[src/ctl_pkg.sv]
package ctl_pkg;

  // Time base
  localparam int unsigned CLK_PERIOD_NS = 100;
  localparam int unsigned US_NS         = 1000;
  localparam int unsigned CYC_PER_US    = (US_NS + CLK_PERIOD_NS - 1) / CLK_PERIOD_NS;
  localparam int unsigned PRE_W         = 4;

  // Lines
  localparam int unsigned NLINES     = 4;
  localparam int unsigned LINE_ISO_I = 0;
  localparam int unsigned LINE_ISO_O = 1;
  localparam int unsigned LINE_GEN_A = 2;
  localparam int unsigned LINE_GEN_B = 3;

  // Limits and widths
  localparam int unsigned DEB_W       = 15;
  localparam int unsigned HOLD_W      = 23;
  localparam int unsigned DEB_MAX_US  = 20000;
  localparam int unsigned HOLD_MAX_US = 5000000;
  localparam int unsigned BURST_W     = 8;

  // Register offsets
  localparam logic [7:0] OFS_SEL    = 8'h00;
  localparam logic [7:0] OFS_DIR    = 8'h04;
  localparam logic [7:0] OFS_DEB    = 8'h08;
  localparam logic [7:0] OFS_ACT    = 8'h0C;
  localparam logic [7:0] OFS_HOLD   = 8'h10;
  localparam logic [7:0] OFS_SRC    = 8'h14;
  localparam logic [7:0] OFS_INFO   = 8'h18;
  localparam logic [7:0] OFS_USER   = 8'h1C;
  localparam logic [7:0] OFS_BURST  = 8'h20;
  localparam logic [7:0] OFS_STATUS = 8'h24;

  // Field positions
  localparam int unsigned INFO_OUT_BIT  = 0;
  localparam int unsigned INFO_OPTO_BIT = 1;
  localparam int unsigned STAT_RDY_BIT  = 0;
  localparam int unsigned STAT_BUSY_BIT = 1;

  typedef enum logic [1:0] {ACT_RISE, ACT_FALL, ACT_HIGH, ACT_LOW} ctl_act_t;
  typedef enum logic [2:0] {SRC_READY, SRC_EXPOSURE, SRC_FLASH, SRC_USER, SRC_COUNTER,
                            SRC_TIMER} ctl_src_t;
  typedef enum logic [1:0] {ST_IDLE, ST_HOLD, ST_ARM, ST_READOUT} ctl_state_t;

  // Reset values
  localparam logic [1:0]         RST_SEL   = 2'h0;
  localparam logic [1:0]         RST_DIR   = 2'h0;
  localparam logic [DEB_W-1:0]   RST_DEB   = 15'h0000;
  localparam logic [HOLD_W-1:0]  RST_HOLD  = 23'h000000;
  localparam logic [3:0]         RST_USER  = 4'h0;
  localparam logic [BURST_W-1:0] RST_BURST = 8'h01;

endpackage

[src/ctl_trigger_lines.sv]
// Our own choices: the APB interface to the registers and the address map.
`timescale 1ns/1ns

module ctl_trigger_lines #(
  parameter int unsigned DEB_MAX_US  = ctl_pkg::DEB_MAX_US,
  parameter int unsigned HOLD_MAX_US = ctl_pkg::HOLD_MAX_US
) (
  // Clock, reset, enable
  input  wire logic        clock_i,
  input  wire logic        reset_i,
  input  wire logic        ce_i,
  // APB slave
  input  wire logic        psel_i,
  input  wire logic        penable_i,
  input  wire logic        pwrite_i,
  input  wire logic [7:0]  paddr_i,
  input  wire logic [31:0] pwdata_i,
  output logic      [31:0] prdata_o,
  output logic             pready_o,
  output logic             pslverr_o,
  // Pins
  input  wire logic        iso_in_i,
  output logic             iso_out_o,
  input  wire logic        general_line_a_in_i,
  output logic             general_line_a_out_o,
  output logic             general_line_a_oe_o,
  input  wire logic        general_line_b_in_i,
  output logic             general_line_b_out_o,
  output logic             general_line_b_oe_o,
  // Capture engine
  input  wire logic        exposure_start_i,
  input  wire logic        exposure_active_i,
  input  wire logic        readout_done_i,
  input  wire logic        flash_i,
  input  wire logic        counter_pulse_i,
  input  wire logic        timer_pulse_i,
  output logic             capture_start_o,
  output logic             trigger_ready_o
);

  localparam int unsigned NL = ctl_pkg::NLINES;

  // Registers
  logic [1:0]                   sel;
  logic [1:0]                   dir;
  logic [ctl_pkg::DEB_W-1:0]    deb   [NL];
  logic [1:0]                   act   [NL];
  logic [ctl_pkg::HOLD_W-1:0]   hold  [NL];
  logic [2:0]                   src   [NL];
  logic [3:0]                   user_value;
  logic [ctl_pkg::BURST_W-1:0]  burst;

  // Time base, pins, filters
  logic [ctl_pkg::PRE_W-1:0]    pre_cnt;
  logic                         us_tick;
  logic [2:0]                   pin_meta;
  logic [2:0]                   pin_sync;
  logic [NL-1:0]                raw;
  logic [NL-1:0]                filt;
  logic [NL-1:0]                filt_d;
  logic [ctl_pkg::DEB_W-1:0]    deb_cnt [NL];
  logic [NL-1:0]                req;

  // Sequencer
  ctl_pkg::ctl_state_t          state;
  logic [ctl_pkg::HOLD_W-1:0]   hold_cnt;
  logic [ctl_pkg::HOLD_W-1:0]   hold_pick;
  logic [ctl_pkg::BURST_W-1:0]  frames;
  logic [NL-1:0]                drive;

  // Line properties
  wire [NL-1:0] is_out  = {dir[1], dir[0], 1'b1, 1'b0};
  wire [NL-1:0] is_opto = 4'h3;
  wire          sel_out = is_out[sel];

  // Bus decode
  wire        acc_go   = psel_i & penable_i & ~pready_o;
  wire        acc_done = psel_i & penable_i & pready_o;
  wire        wr       = acc_done & pwrite_i;
  wire        hit_sel  = paddr_i == ctl_pkg::OFS_SEL;
  wire        hit_dir  = paddr_i == ctl_pkg::OFS_DIR;
  wire        hit_deb  = paddr_i == ctl_pkg::OFS_DEB;
  wire        hit_act  = paddr_i == ctl_pkg::OFS_ACT;
  wire        hit_hold = paddr_i == ctl_pkg::OFS_HOLD;
  wire        hit_src  = paddr_i == ctl_pkg::OFS_SRC;
  wire        hit_info = paddr_i == ctl_pkg::OFS_INFO;
  wire        hit_user = paddr_i == ctl_pkg::OFS_USER;
  wire        hit_brst = paddr_i == ctl_pkg::OFS_BURST;
  wire        hit_stat = paddr_i == ctl_pkg::OFS_STATUS;
  wire        hit_any  = hit_sel | hit_dir | hit_deb | hit_act | hit_hold | hit_src
                       | hit_info | hit_user | hit_brst | hit_stat;
  wire        wr_in    = wr & ~sel_out;
  wire        wr_out   = wr & sel_out;

  // Clamp long intervals to their ceilings
  wire [ctl_pkg::DEB_W-1:0]  deb_wval  = (pwdata_i > 32'(DEB_MAX_US))
                                       ? ctl_pkg::DEB_W'(DEB_MAX_US)
                                       : pwdata_i[ctl_pkg::DEB_W-1:0];
  wire [ctl_pkg::HOLD_W-1:0] hold_wval = (pwdata_i > 32'(HOLD_MAX_US))
                                       ? ctl_pkg::HOLD_W'(HOLD_MAX_US)
                                       : pwdata_i[ctl_pkg::HOLD_W-1:0];

  wire        busy     = state != ctl_pkg::ST_IDLE;
  wire [31:0] info_val = {30'h0, is_opto[sel], sel_out};
  wire [31:0] stat_val = {30'h0, busy, trigger_ready_o};
  wire [31:0] rd_mux   = hit_sel  ? {30'h0, sel}
                       : hit_dir  ? {30'h0, dir}
                       : hit_deb  ? 32'(deb[sel])
                       : hit_act  ? {30'h0, act[sel]}
                       : hit_hold ? 32'(hold[sel])
                       : hit_src  ? {29'h0, src[sel]}
                       : hit_info ? info_val
                       : hit_user ? {28'h0000000, user_value}
                       : hit_brst ? 32'(burst)
                       : hit_stat ? stat_val
                       : 32'h00000000;

  // APB answer: one wait state on every access while ce_i is high
  always_ff @(posedge clock_i or posedge reset_i)
  begin
    if (reset_i)
    begin
      pready_o  <= 1'b0;
      prdata_o  <= 32'h00000000;
      pslverr_o <= 1'b0;
    end
    else if (ce_i)
    begin
      pready_o  <= acc_go;
      prdata_o  <= (acc_go & ~pwrite_i) ? rd_mux : 32'h00000000;
      pslverr_o <= acc_go & ~hit_any;
    end
  end

  // Global registers
  always_ff @(posedge clock_i or posedge reset_i)
  begin
    if (reset_i)
    begin
      sel        <= ctl_pkg::RST_SEL;
      dir        <= ctl_pkg::RST_DIR;
      user_value <= ctl_pkg::RST_USER;
      burst      <= ctl_pkg::RST_BURST;
    end
    else if (ce_i)
    begin
      if (wr & hit_sel)
        sel <= pwdata_i[1:0];
      if (wr & hit_dir)
        dir <= pwdata_i[1:0];
      if (wr & hit_user)
        user_value <= pwdata_i[3:0];
      if (wr & hit_brst & (pwdata_i[ctl_pkg::BURST_W-1:0] != '0))
        burst <= pwdata_i[ctl_pkg::BURST_W-1:0];
    end
  end

  // Microsecond tick
  assign us_tick = pre_cnt == ctl_pkg::PRE_W'(ctl_pkg::CYC_PER_US - 1);
  always_ff @(posedge clock_i or posedge reset_i)
  begin
    if (reset_i)
      pre_cnt <= '0;
    else if (ce_i)
      pre_cnt <= us_tick ? '0 : pre_cnt + 1'b1;
  end

  // Pin synchronisers
  always_ff @(posedge clock_i or posedge reset_i)
  begin
    if (reset_i)
    begin
      pin_meta <= 3'h0;
      pin_sync <= 3'h0;
    end
    else if (ce_i)
    begin
      pin_meta <= {general_line_b_in_i, general_line_a_in_i, iso_in_i};
      pin_sync <= pin_meta;
    end
  end

  // Isolated output line has no input path
  assign raw = {pin_sync[2], pin_sync[1], 1'b0, pin_sync[0]};

  // Per-line settings, debounce filter and activation
  for (genvar i = 0; i < NL; i++)
  begin : g_line
    wire sel_me = sel == 2'(i);
    always_ff @(posedge clock_i or posedge reset_i)
    begin
      if (reset_i)
      begin
        deb[i]  <= ctl_pkg::RST_DEB;
        act[i]  <= ctl_pkg::ACT_RISE;
        hold[i] <= ctl_pkg::RST_HOLD;
        src[i]  <= ctl_pkg::SRC_READY;
      end
      else if (ce_i)
      begin
        if (wr_in & hit_deb & sel_me)
          deb[i] <= deb_wval;
        if (wr_in & hit_act & sel_me)
          act[i] <= pwdata_i[1:0];
        if (wr_in & hit_hold & sel_me)
          hold[i] <= hold_wval;
        if (wr_out & hit_src & sel_me & (pwdata_i[2:0] <= 3'(ctl_pkg::SRC_TIMER)))
          src[i] <= pwdata_i[2:0];
      end
    end

    // Level must differ for more than the interval before it is taken
    always_ff @(posedge clock_i or posedge reset_i)
    begin
      if (reset_i)
      begin
        filt[i]    <= 1'b0;
        filt_d[i]  <= 1'b0;
        deb_cnt[i] <= '0;
      end
      else if (ce_i)
      begin
        filt_d[i] <= filt[i];
        if (raw[i] == filt[i])
          deb_cnt[i] <= '0;
        else if (us_tick)
        begin
          if (deb_cnt[i] >= deb[i])
          begin
            filt[i]    <= raw[i];
            deb_cnt[i] <= '0;
          end
          else
            deb_cnt[i] <= deb_cnt[i] + 1'b1;
        end
      end
    end

    wire rise = filt[i] & ~filt_d[i];
    wire fall = ~filt[i] & filt_d[i];
    wire hit  = (act[i] == ctl_pkg::ACT_RISE) ? rise
              : (act[i] == ctl_pkg::ACT_FALL) ? fall
              : (act[i] == ctl_pkg::ACT_HIGH) ? filt[i]
              : ~filt[i];
    assign req[i] = hit & ~is_out[i];

    // Output source selection
    wire [3:0] pick = {user_value[i] & 1'b1, flash_i, exposure_active_i, trigger_ready_o};
    wire       val  = (src[i] == ctl_pkg::SRC_READY)    ? pick[0]
                    : (src[i] == ctl_pkg::SRC_EXPOSURE) ? pick[1]
                    : (src[i] == ctl_pkg::SRC_FLASH)    ? pick[2]
                    : (src[i] == ctl_pkg::SRC_USER)     ? pick[3]
                    : (src[i] == ctl_pkg::SRC_COUNTER)  ? counter_pulse_i
                    : timer_pulse_i;

    always_ff @(posedge clock_i or posedge reset_i)
    begin
      if (reset_i)
        drive[i] <= 1'b0;
      else if (ce_i)
        drive[i] <= val & is_out[i];
    end
  end

  // Lowest numbered requesting line supplies the holdoff
  always_comb
  begin
    hold_pick = '0;
    for (int k = NL - 1; k >= 0; k--)
    begin
      if (req[k])
        hold_pick = hold[k];
    end
  end

  wire last_frame = (frames + 1'b1) >= burst;
  // Trigger sequencer
  always_ff @(posedge clock_i or posedge reset_i)
  begin
    if (reset_i)
    begin
      state           <= ctl_pkg::ST_IDLE;
      hold_cnt        <= '0;
      frames          <= '0;
      capture_start_o <= 1'b0;
      trigger_ready_o <= 1'b1;
    end
    else if (ce_i)
    begin
      capture_start_o <= 1'b0;
      if (exposure_start_i && state != ctl_pkg::ST_READOUT)
      begin
        trigger_ready_o <= 1'b0;
        frames          <= '0;
        state           <= ctl_pkg::ST_READOUT;
      end
      else
      begin
        case (state)
          ctl_pkg::ST_IDLE:
            if (|req & trigger_ready_o)
            begin
              hold_cnt <= hold_pick;
              state    <= ctl_pkg::ST_HOLD;
            end
          ctl_pkg::ST_HOLD:
            if (hold_cnt == '0)
            begin
              capture_start_o <= 1'b1;
              state           <= ctl_pkg::ST_ARM;
            end
            else if (us_tick)
              hold_cnt <= hold_cnt - 1'b1;
          ctl_pkg::ST_ARM:
            state <= ctl_pkg::ST_ARM;
          ctl_pkg::ST_READOUT:
            if (readout_done_i)
            begin
              if (last_frame)
              begin
                trigger_ready_o <= 1'b1;
                state           <= ctl_pkg::ST_IDLE;
              end
              else
                frames <= frames + 1'b1;
            end
          default:
            state <= ctl_pkg::ST_IDLE;
        endcase
      end
    end
  end

  // Pin drivers
  always_ff @(posedge clock_i or posedge reset_i)
  begin
    if (reset_i)
    begin
      iso_out_o            <= 1'b0;
      general_line_a_out_o <= 1'b0;
      general_line_a_oe_o  <= 1'b0;
      general_line_b_out_o <= 1'b0;
      general_line_b_oe_o  <= 1'b0;
    end
    else if (ce_i)
    begin
      iso_out_o            <= drive[ctl_pkg::LINE_ISO_O];
      general_line_a_out_o <= drive[ctl_pkg::LINE_GEN_A];
      general_line_a_oe_o  <= dir[0];
      general_line_b_out_o <= drive[ctl_pkg::LINE_GEN_B];
      general_line_b_oe_o  <= dir[1];
    end
  end

endmodule

[config.mk]
export PLATFORM = sky130hd
export DESIGN_NAME = ctl_trigger_lines
export DESIGN_NICKNAME = d
export VERILOG_FILES = /design/src/ctl_pkg.sv /design/src/ctl_trigger_lines.sv
export SDC_FILE = /design/constraint.sdc
export NUM_CORES = 1
export LEC_CHECK = 0
export BUFFER_PORTS_ARGS = -buffer_cell sky130_fd_sc_hd__clkbuf_2
export CAP_MARGIN = 20
export CORE_MARGIN = 1.5
export CORE_UTILIZATION = 45
export CTS_CLUSTER_DIAMETER = 100
export CTS_CLUSTER_SIZE = 14
export DETAILED_ROUTE_END_ITERATION = 10
export GPL_TIMING_DRIVEN = 0
export HOLD_SLACK_MARGIN = 0.12
export MAX_ROUTING_LAYER = met4
export PLACE_DENSITY_LB_ADDON = 0.25
export SETUP_SLACK_MARGIN = 0.02
export SYNTH_ARGS = -nofsm -noshare
export SYNTH_HDL_FRONTEND = slang
export SYNTH_SLANG_ARGS = --single-unit
[constraint.sdc]
create_clock -name clock_i -period 10.66 [get_ports clock_i]
set_input_delay 1.066 -clock clock_i [delete_from_list [all_inputs] [get_ports clock_i]]
set_output_delay 1.066 -clock clock_i [all_outputs]
set_load 0.1 [all_outputs]
Word level (Yosys, flattened, before mapping)
Index checks and enable logic that the tools add are counted. Widths: inputs -> output; s select.

Add/subtract/negate cells: 6. Equal/unequal tests: 46. Bitwise gates (word level): 74. Multiplexer cells: 87. $lt $le $gt $ge: 9. Reduce and logical (&&, ||, !) cells: 51.

Operators by type and width (count): $mux 23 (15); $mux 15 (12); $mux 8 (8); $and 1x1->1 (48); $bmux 23 s2 (1); $pmux 23 s2 (1); $reduce_and 2->1 (23); $add 15x1->15 const B (3); $ge 15x15->1 (3); $mux 1 (33); $eq 8x5->1 const B (4); $gt 32x15->1 const B (1); $gt 32x23->1 const B (1); $bmux 15 s2 (1); $logic_not 23->1 (1); $sub 23x1->23 const B (1); $reduce_and 4->1 (5); $eq 3x2->1 const B (6); $eq 8x4->1 const B (2); $eq 8x6->1 const B (2); $mux 2 (8); $not 1->1 (16); $reduce_bool 2->1 (8); $eq 2x2->1 const B (7); 31 further kinds (63).

Output and inout port bits: 41. Input port bits: 55. Bits in registers: 326. Logic and storage cells: 321.

Logic depth before layout (Yosys ltp)
Gate-level depths: netlist (run 1).

Depth in word-level cells: 12. Gate-level depth with buffers: 12. Mapped depth without buffers: 11.

Worst setup path before layout (run 1)
OpenSTA, ideal clock, no wires.

Path type: input -> register. From: in paddr_i[5]. To: reg user_value[2]. Stages on the path: 6. Arrival time: 3.077 ns. Slack: 7.458 ns. Library setup time: 0.125 ns. Data required time: 10.535 ns. Buffers on the path: 1. Cell sequence: or4b_2 clkbuf_1 nor2_1 nand2_1 nor3_1 mux2_2.

Cells in the longest elaborated chain, start to end: 3.

RTL lines: start: declaration (RTL line ctl_trigger_lines.sv:16) `input wire logic [7:0] paddr_i,`; $eq 8x5->1 (RTL line ctl_trigger_lines.sv:87) `wire hit_user = paddr_i == ctl_pkg::OFS_USER;`; $and 1x1->1 (RTL line ctl_trigger_lines.sv:151) `if (wr & hit_user)`; $reduce_and 2->1 (no line); end signal: assignment (RTL line ctl_trigger_lines.sv:142) `user_value <= ctl_pkg::RST_USER;`; end signal: assignment (RTL line ctl_trigger_lines.sv:152) `user_value <= pwdata_i[3:0];`; end: declaration (RTL line ctl_trigger_lines.sv:50) `logic [3:0] user_value;`.

No other way between the ends. A chain may end at the register's enable or synchronous reset.

Worst setup path after layout (run 1)
From: reg sel[1]. To: reg prdata_o[13].

Cells in the longest elaborated chain, start to end: 10. Elaborated cells on any way between the ends: 13. Those cells by class: mux (12); bitwise (1).

RTL lines: start: declaration (RTL line ctl_trigger_lines.sv:44) `logic [1:0] sel;`; start signal: assignment (RTL line ctl_trigger_lines.sv:140) `sel <= ctl_pkg::RST_SEL;`; start signal: assignment (RTL line ctl_trigger_lines.sv:148) `sel <= pwdata_i[1:0];`; $not 2->3 (not written as such) * (RTL line ctl_trigger_lines.sv:108, ctl_trigger_lines.sv:110); $bmux 23 s2 (RTL line ctl_trigger_lines.sv:110) `: hit_hold ? 32'(hold[sel])`; $mux 23 (not written as such) (2 in a row) (RTL line ctl_trigger_lines.sv:110); $mux 23 (RTL line ctl_trigger_lines.sv:110); $mux 23 (RTL line ctl_trigger_lines.sv:109) `: hit_act ? {30'h0, act[sel]}`; $mux 23 * (RTL line ctl_trigger_lines.sv:108) `: hit_deb ? 32'(deb[sel])`; $mux 23 * (RTL line ctl_trigger_lines.sv:107) `: hit_dir ? {30'h0, dir}`; $mux 23 * (RTL line ctl_trigger_lines.sv:106) `wire [31:0] rd_mux = hit_sel ? {30'h0, sel}`; $mux 23 * (RTL line ctl_trigger_lines.sv:130) `prdata_o <= (acc_go & ~pwrite_i) ? rd_mux : 32'h00000000;`; end signal: assignment (RTL line ctl_trigger_lines.sv:130); end: declaration (RTL line ctl_trigger_lines.sv:18) `output logic [31:0] prdata_o,`.

Every way passes the cells marked *; elsewhere a longest branch is shown, timed or not. The select of a mux whose other input is x is not followed.

==> results of run 1 <==
flip-flops by register name (all words and copies together), names as in the netlist, 4 cells and up:
register / count
deb_cnt: 45
hold_cnt: 23
burst: 8
hold: 92
deb: 60
prdata_o: 23
src: 12
act: 8
pre_cnt: 4
frames: 8
user_value: 4
power groups by stage:
stage                     logic, W  clock network (W)  registers (W)
after CTS                 0.000615           0.000920        0.00135
final                     0.000625           0.000909        0.00136
after global placement    0.000597                  0        0.00137
after global routing      0.000680           0.000966        0.00137
after floorplan           0.000417                  0        0.00136
after detailed placement  0.000611                  0        0.00138
synth_stat cells, types with 9 or more instances:
| master | n |
|---|---|
| o2bb2ai_1 | 14 |
| a221oi_1 | 12 |
| nand4_1 | 16 |
| o21ai_0 | 137 |
| buf_4 | 11 |
| inv_1 | 85 |
| xnor2_1 | 10 |
| a21oi_1 | 97 |
| nor2b_1 | 13 |
| o22ai_1 | 9 |
| nor4_1 | 10 |
| a21o_1 | 23 |
| or3_1 | 12 |
| dfrtp_1 | 315 |
| a22oi_1 | 16 |
| mux4_2 | 46 |
| ha_1 | 61 |
| clkbuf_1 | 129 |
| a32o_1 | 10 |
| o211ai_1 | 25 |
| and3_1 | 19 |
| nand3_1 | 41 |
| a211oi_1 | 14 |
| mux2_2 | 41 |
| nor3_1 | 30 |
| o311ai_0 | 12 |
| nor2_1 | 172 |
| nand2_1 | 204 |
| nand2b_1 | 13 |
| buf_1 | 12 |
kinds of logic (layout without fill, tap and decap cells):
group | Yosys count | count (layout) | share of synthesized area (%)
compound gates | 452 | 452 | 17.4
xor+xnor | 18 | 18 | 0.925
fa+ha+maj | 61 | 61 | 4.48
buf+inv | 240 | 362 | 5.54
flops | 317 | 317 | 46.6
mux | 92 | 92 | 9.08
other cells | 1 | 11 | 0.0220
simple gates | 586 | 586 | 16.0
metal layers:
layer | share of wire [%] | global-route usage [%] | wire length [um]
met4 | 3.2 | 8.65 | 1700
met5 | 0 | - | 0
met2 | 44 | 42.1 | 23500
met1 | 45 | 40.2 | 23600
met3 | 7.7 | 3.96 | 4040
final timing paths:
kind                                             to  slack [ns]           startpoint  depth (start not counted)
max                        prdata_o[13]$_DFFE_PP0P_        6.86   sel[1]$_DFFE_PP0P_                          7
min in group asynchronous      drive[1]$_DFFE_PP0P_        0.70              reset_i                          2
max reg2reg                prdata_o[13]$_DFFE_PP0P_        6.86   sel[1]$_DFFE_PP0P_                          7
min                             deb[39]$_DFFE_PP0P_        0.45  deb[39]$_DFFE_PP0P_                          1
min reg2reg                     deb[39]$_DFFE_PP0P_        0.45  deb[39]$_DFFE_PP0P_                          1
max in group asynchronous  prdata_o[11]$_DFFE_PP0P_        8.85              reset_i                          3
metrics by stage:
stage / setup TNS (ns) / std cells / utilization, % / total power (W)
after floorplan: 0 / 1775 / - / 0.00178
after global placement: -870.76 / 2367 / 48.3 / 0.00197
after detailed placement: 0 / 2369 / 48.5 / 0.00199
after CTS: 0 / 2406 / 50.4 / 0.00289
after global routing: 0 / 2410 / 50.5 / 0.00301
final: 0 / 2410 / 50.5 / 0.00289
worst max-delay path, delay by kind of cell, from the launching register on:
| family | cells | cell delay, ns |
|---|---|---|
| AO/OA/AOI/OAI | 2 | 0.46 |
| multiplexers | 1 | 0.44 |
| buffers and inverters | 4 | 2.43 |
| flip-flops | 1 | 0.33 |
layout make-up:
cell class / count / share of cell area, %
Sequential cell: 317 / 41.9
Buffer: 154 / 3.29
Timing Repair Buffer: 85 / 2.55
Antenna cell: 2 / 0.0264
Tap cell: 511 / 3.38
Clock buffer: 36 / 3.75
Multi-Input combinational cell: 1218 / 43.3
Clock inverter: 1 / 0.0397
Inverter: 86 / 1.75
==> flow_summary.ini, run 1 <==
[clocking]
hold_buffers = 0
root_buffer = clkbuf_16
cts_resized = 0
post_cts.repair.setup_buffers = 0
cts_sinks = 317
cts.reportedPaths.clkPinSlew_ns = 0.07
insertion_delay_ns = 0.56
cts_tree = built
cts-htree-levels = 1
clock_path_buffers = 3
cts_buffers = 26

[synth]
yosysTopAreaCellShare_pct = 46.3
ys_ff_latch = 317
synth_cells = 1767
synth_area_leaders = dfrtp_1, mux4_2, nand2_1
synthesis.area_um2 = 17000
synth_top_area_cell = dfrtp_1
ys.flop_type = dfrtp_1
ys_async_sr_fraction_pct = 100
ys_seq_area_share_pct = 46.6
ys_types = 79
syn_area_per_cell_um2 = 9.64
yosys_warnings = 0
synth_edf_count = 0

[pwr]
p_int_w = 0.00195
pwr_density_cell_nw_per_um2 = 153
pwr-share-comb_pct = 21.6
power_frac_clock_pct = 31.5
ir_drop_mv = 0.110
p_seq_share_pct = 46.9
p_sw_w = 0.000940
p_sw_share_pct = 32.5
p_leak_nw = 8.23

[grt]
grt_start_max_net_pins = 119
antenna_found_initial = 2
grt_pass1_vias = 14185
gr-total-overflow = 0
grt_usage_pct = 28.3
grt_pass1_wl_um = 83000

[cells_and_area]
drive_gt1_share_pct = 12.5
multiInputGateArea_um2 = 8190
final_nets = 2004
final_cell_area_um2 = 18900
final_common_cell = dfrtp_1
area_delta_synth_final_pct = 11.0
fill_cells = 3493
final-seq-area_um2 = 7940
mostFrequentLayoutCells = dfrtp_1, nand2_1, nor2_1, clkbuf_1, o21ai_0

[min_path]
hp-class = flop to flop

[placed_design]
dp_hpwl_um = 38700
port_buffers = 81
gp_congestion = 0.950
place_ws_ns = 6.53
postPlaceCellArea_um2 = 18200

[floorplanning]
dieHeight_um = 198
die_x_um = 198
die-area_um2 = 39000
placementRows = 71
start_util_pct = 45.5
ios = 96
core_area_um2 = 37500

[outcome]
status = complete, no violations

[timing]
clock_skew_ns = 0.0219
final_max_slew_viol_count = 0
finalCriticalPeriod_ns = 3.80
hold-worst-slack_ns = 0.455
min_period_over_period_pct = 35.6
rsz0062_at_grt = no
max_clock_freq_ghz = 0.263
slew_headroom_pct = 26.7
worst_slack_ns = 6.86
hold_violations = 0
worstMarginPinSlew_ns = 1.07
setup_violations = 0

[worst_setup_path]
path_cells = clkbuf_1 -> clkbuf_1 -> buf_1 -> buf_1 -> mux4_2 -> a22oi_1 -> o2bb2ai_1
critical_path_class = flop to flop
critPathMaxFanout = 10
required_ns = 11.10
critPathLaunchType = flop
cp_slowest_stage_delay_ns = 0.70
worstPathArrival_ns = 4.24
cp-end-kind = flop
critPathSlowestCell = clkbuf_1

[drt]
drc = 0
dr.first_iter.drc_count = 1231
ant_nets = 0
vias = 14635
drtPass1Iterations = 7
wirelength_um = 52800
wire_per_inst_um = 21.9
via_per_inst = 6.07

[run]
cap_violations = 0
Power figures use the tool's default switching activity.
==> run 2, diff against run 1 <==
==> constraint.sdc (replaced) <==
create_clock -name clock_i -period 3.84 [get_ports clock_i]
set_input_delay 0.384 -clock clock_i [delete_from_list [all_inputs] [get_ports clock_i]]
set_output_delay 0.384 -clock clock_i [all_outputs]
set_load 0.1 [all_outputs]
==> flow_summary.ini, run 2 (synthesis results as in run 1) <==
[drt]
drtPass1Iterations = 5
vias = 14717
ant_nets = 0
dr.first_iter.drc_count = 1407
drc = 0
wire_per_inst_um = 22.1
via_per_inst = 6.08
wirelength_um = 53400

[floorplanning]
die-area_um2 = 39000
dieHeight_um = 198
die_x_um = 198
ios = 96
core_area_um2 = 37500
start_util_pct = 45.5
placementRows = 71

[min_path]
hp-class = primary input to flop
hp-start = pwdata_i[4]

[worst_setup_path]
crit_top_cell = buf_1
cp_slowest_stage_delay_ns = 0.65
crit_start = sel[1]$_DFFE_PP0P_
r2r_start = sel[1]$_DFFE_PP0P_
path_cells = clkbuf_1 -> clkbuf_2 -> buf_1 -> buf_1 -> mux4_2 -> a22oi_1 -> o2bb2ai_1
critPathLaunchType = flop
required_ns = 4.28
worstPathArrival_ns = 3.99
critPathMaxFanout = 10
cp-end-kind = flop
path_buf_inv = 4
critical_path_class = flop to flop
cpLargestDelayFamily = buffers and inverters
critPathSlowestCell = buf_1

[cells_and_area]
area_delta_synth_final_pct = 12.1
final_nets = 2015
diodes = 0
regMostFlops = hold
mostFrequentLayoutCells = dfrtp_1, nand2_1, nor2_1, clkbuf_1, o21ai_0
final_common_cell = dfrtp_1
largest_reg_flops = 92
drive_gt1_share_pct = 12.9
top_regs = hold x92, deb x60, deb_cnt x45

[clocking]
insertion_delay_ns = 0.56
post_cts.repair.setup_buffers = 0
cts_tree = built
cts_buffers = 26
cts_sinks = 317
root_buffer = clkbuf_16
clock_path_buffers = 3
cts.reportedPaths.clkPinSlew_ns = 0.07
cts-htree-levels = 1

[timing]
hold-worst-slack_ns = 0.174
tns_ns = 0
min_period_over_period_pct = 92.6
worst_slack_ns = 0.283
worstMarginPinSlew_ns = 1.10
setup_violations = 0
finalCriticalPeriod_ns = 3.56
final_max_slew_viol_count = 0
clock_skew_ns = 0.0160
rsz0062_at_grt = no
max_clock_freq_ghz = 0.281
hold_violations = 0
slew_headroom_pct = 26.4

[placed_design]
gp_congestion = 0.941
place_ws_ns = 0.152
dp_hpwl_um = 39700
port_buffers = 81

[pwr]
p_leak_nw = 8.32
pwr_density_cell_nw_per_um2 = 421
ir_drop_mv = 0.309

[grt]
grt_usage_pct = 28.7
gr-total-overflow = 0
antenna_found_initial = 0
grt_pass1_wl_um = 83600
grt_start_max_net_pins = 43
grt_pass1_vias = 14299

[outcome]
status = complete, no violations

[run]
cap_violations = 0
run 2: cell count changes in the layout (fill, tap and decap cells not counted), sizes merged:
cell | before | now
clkbuf | 247 | 248
diode | 2 | 0
dlygate4sd3 | 0 | 4
buf | 28 | 35
inv | 85 | 84
clkinvlp | 1 | 2
run 2: through the flow:
step	area, um^2	power (W)	utilization (%)	instances
after floorplan	17100	0.00495	-	1775
final	19100	0.00804	51.0	2420
after detailed placement	18300	0.00555	48.9	2377
after CTS	19100	0.00806	50.9	2419
after global routing	19100	0.00839	51.0	2420
after global placement	18100	0.00548	48.3	2367
run 2: where the power goes:
group	leakage, nW	switching [W]	internal, W
clock network	0.345	0.00125	0.00128
registers	4.31	0.000216	0.00355
logic	3.67	0.00115	0.000605
total	8.32	0.00262	0.00543
run 2: path summary, 6_finish.rpt:
kind | to | slack [ns] | depth (start not counted)
max in group asynchronous | deb_cnt[17]$_DFFE_PP0P_ | 2.04 | 8
hold reg to reg | deb[39]$_DFFE_PP0P_ | 0.46 | 1
setup / recovery | prdata_o[13]$_DFFE_PP0P_ | 0.28 | 7
setup reg to reg | prdata_o[13]$_DFFE_PP0P_ | 0.28 | 7
min in group asynchronous | pready_o$_DFFE_PP0P_ | 0.38 | 3
hold / removal | burst[4]$_DFFE_PP0P_ | 0.17 | 3
run 2: cell type report:
| cell class | instances | area, um^2 |
|---|---|---|
| inverter | 86 | 327 |
| clock inverter | 1 | 7.51 |
| fill | 3517 | 18400 |
| buffer | 154 | 624 |
| timing repair buffer | 96 | 664 |
| sequential | 317 | 7940 |
| clock buffer | 37 | 713 |
| multi-input combinational | 1218 | 8190 |
| tap | 511 | 639 |
run 2: timing repair:
item,CTS,global route
hold buffers,4,0
setup endpoints to repair,0,2
gates resized for setup,0,4
hold endpoints to repair,17,0
run 2: worst reg2reg max path, stage by stage (launching register included):
cell and delay [ns]:
dfrtp_1 0.32, clkbuf_1 0.48, clkbuf_2 0.46, buf_1 0.58, buf_1 0.65, mux4_2 0.43, a22oi_1 0.41, o2bb2ai_1 0.10
run 2: per-layer routing:
| metal | track usage [%] | wire length (um) |
|---|---|---|
| met2 | 42.7 | 23900 |
| met1 | 40.3 | 23400 |
| met4 | 8.23 | 1620 |
| met3 | 5.04 | 4480 |
| met5 | - | 0 |
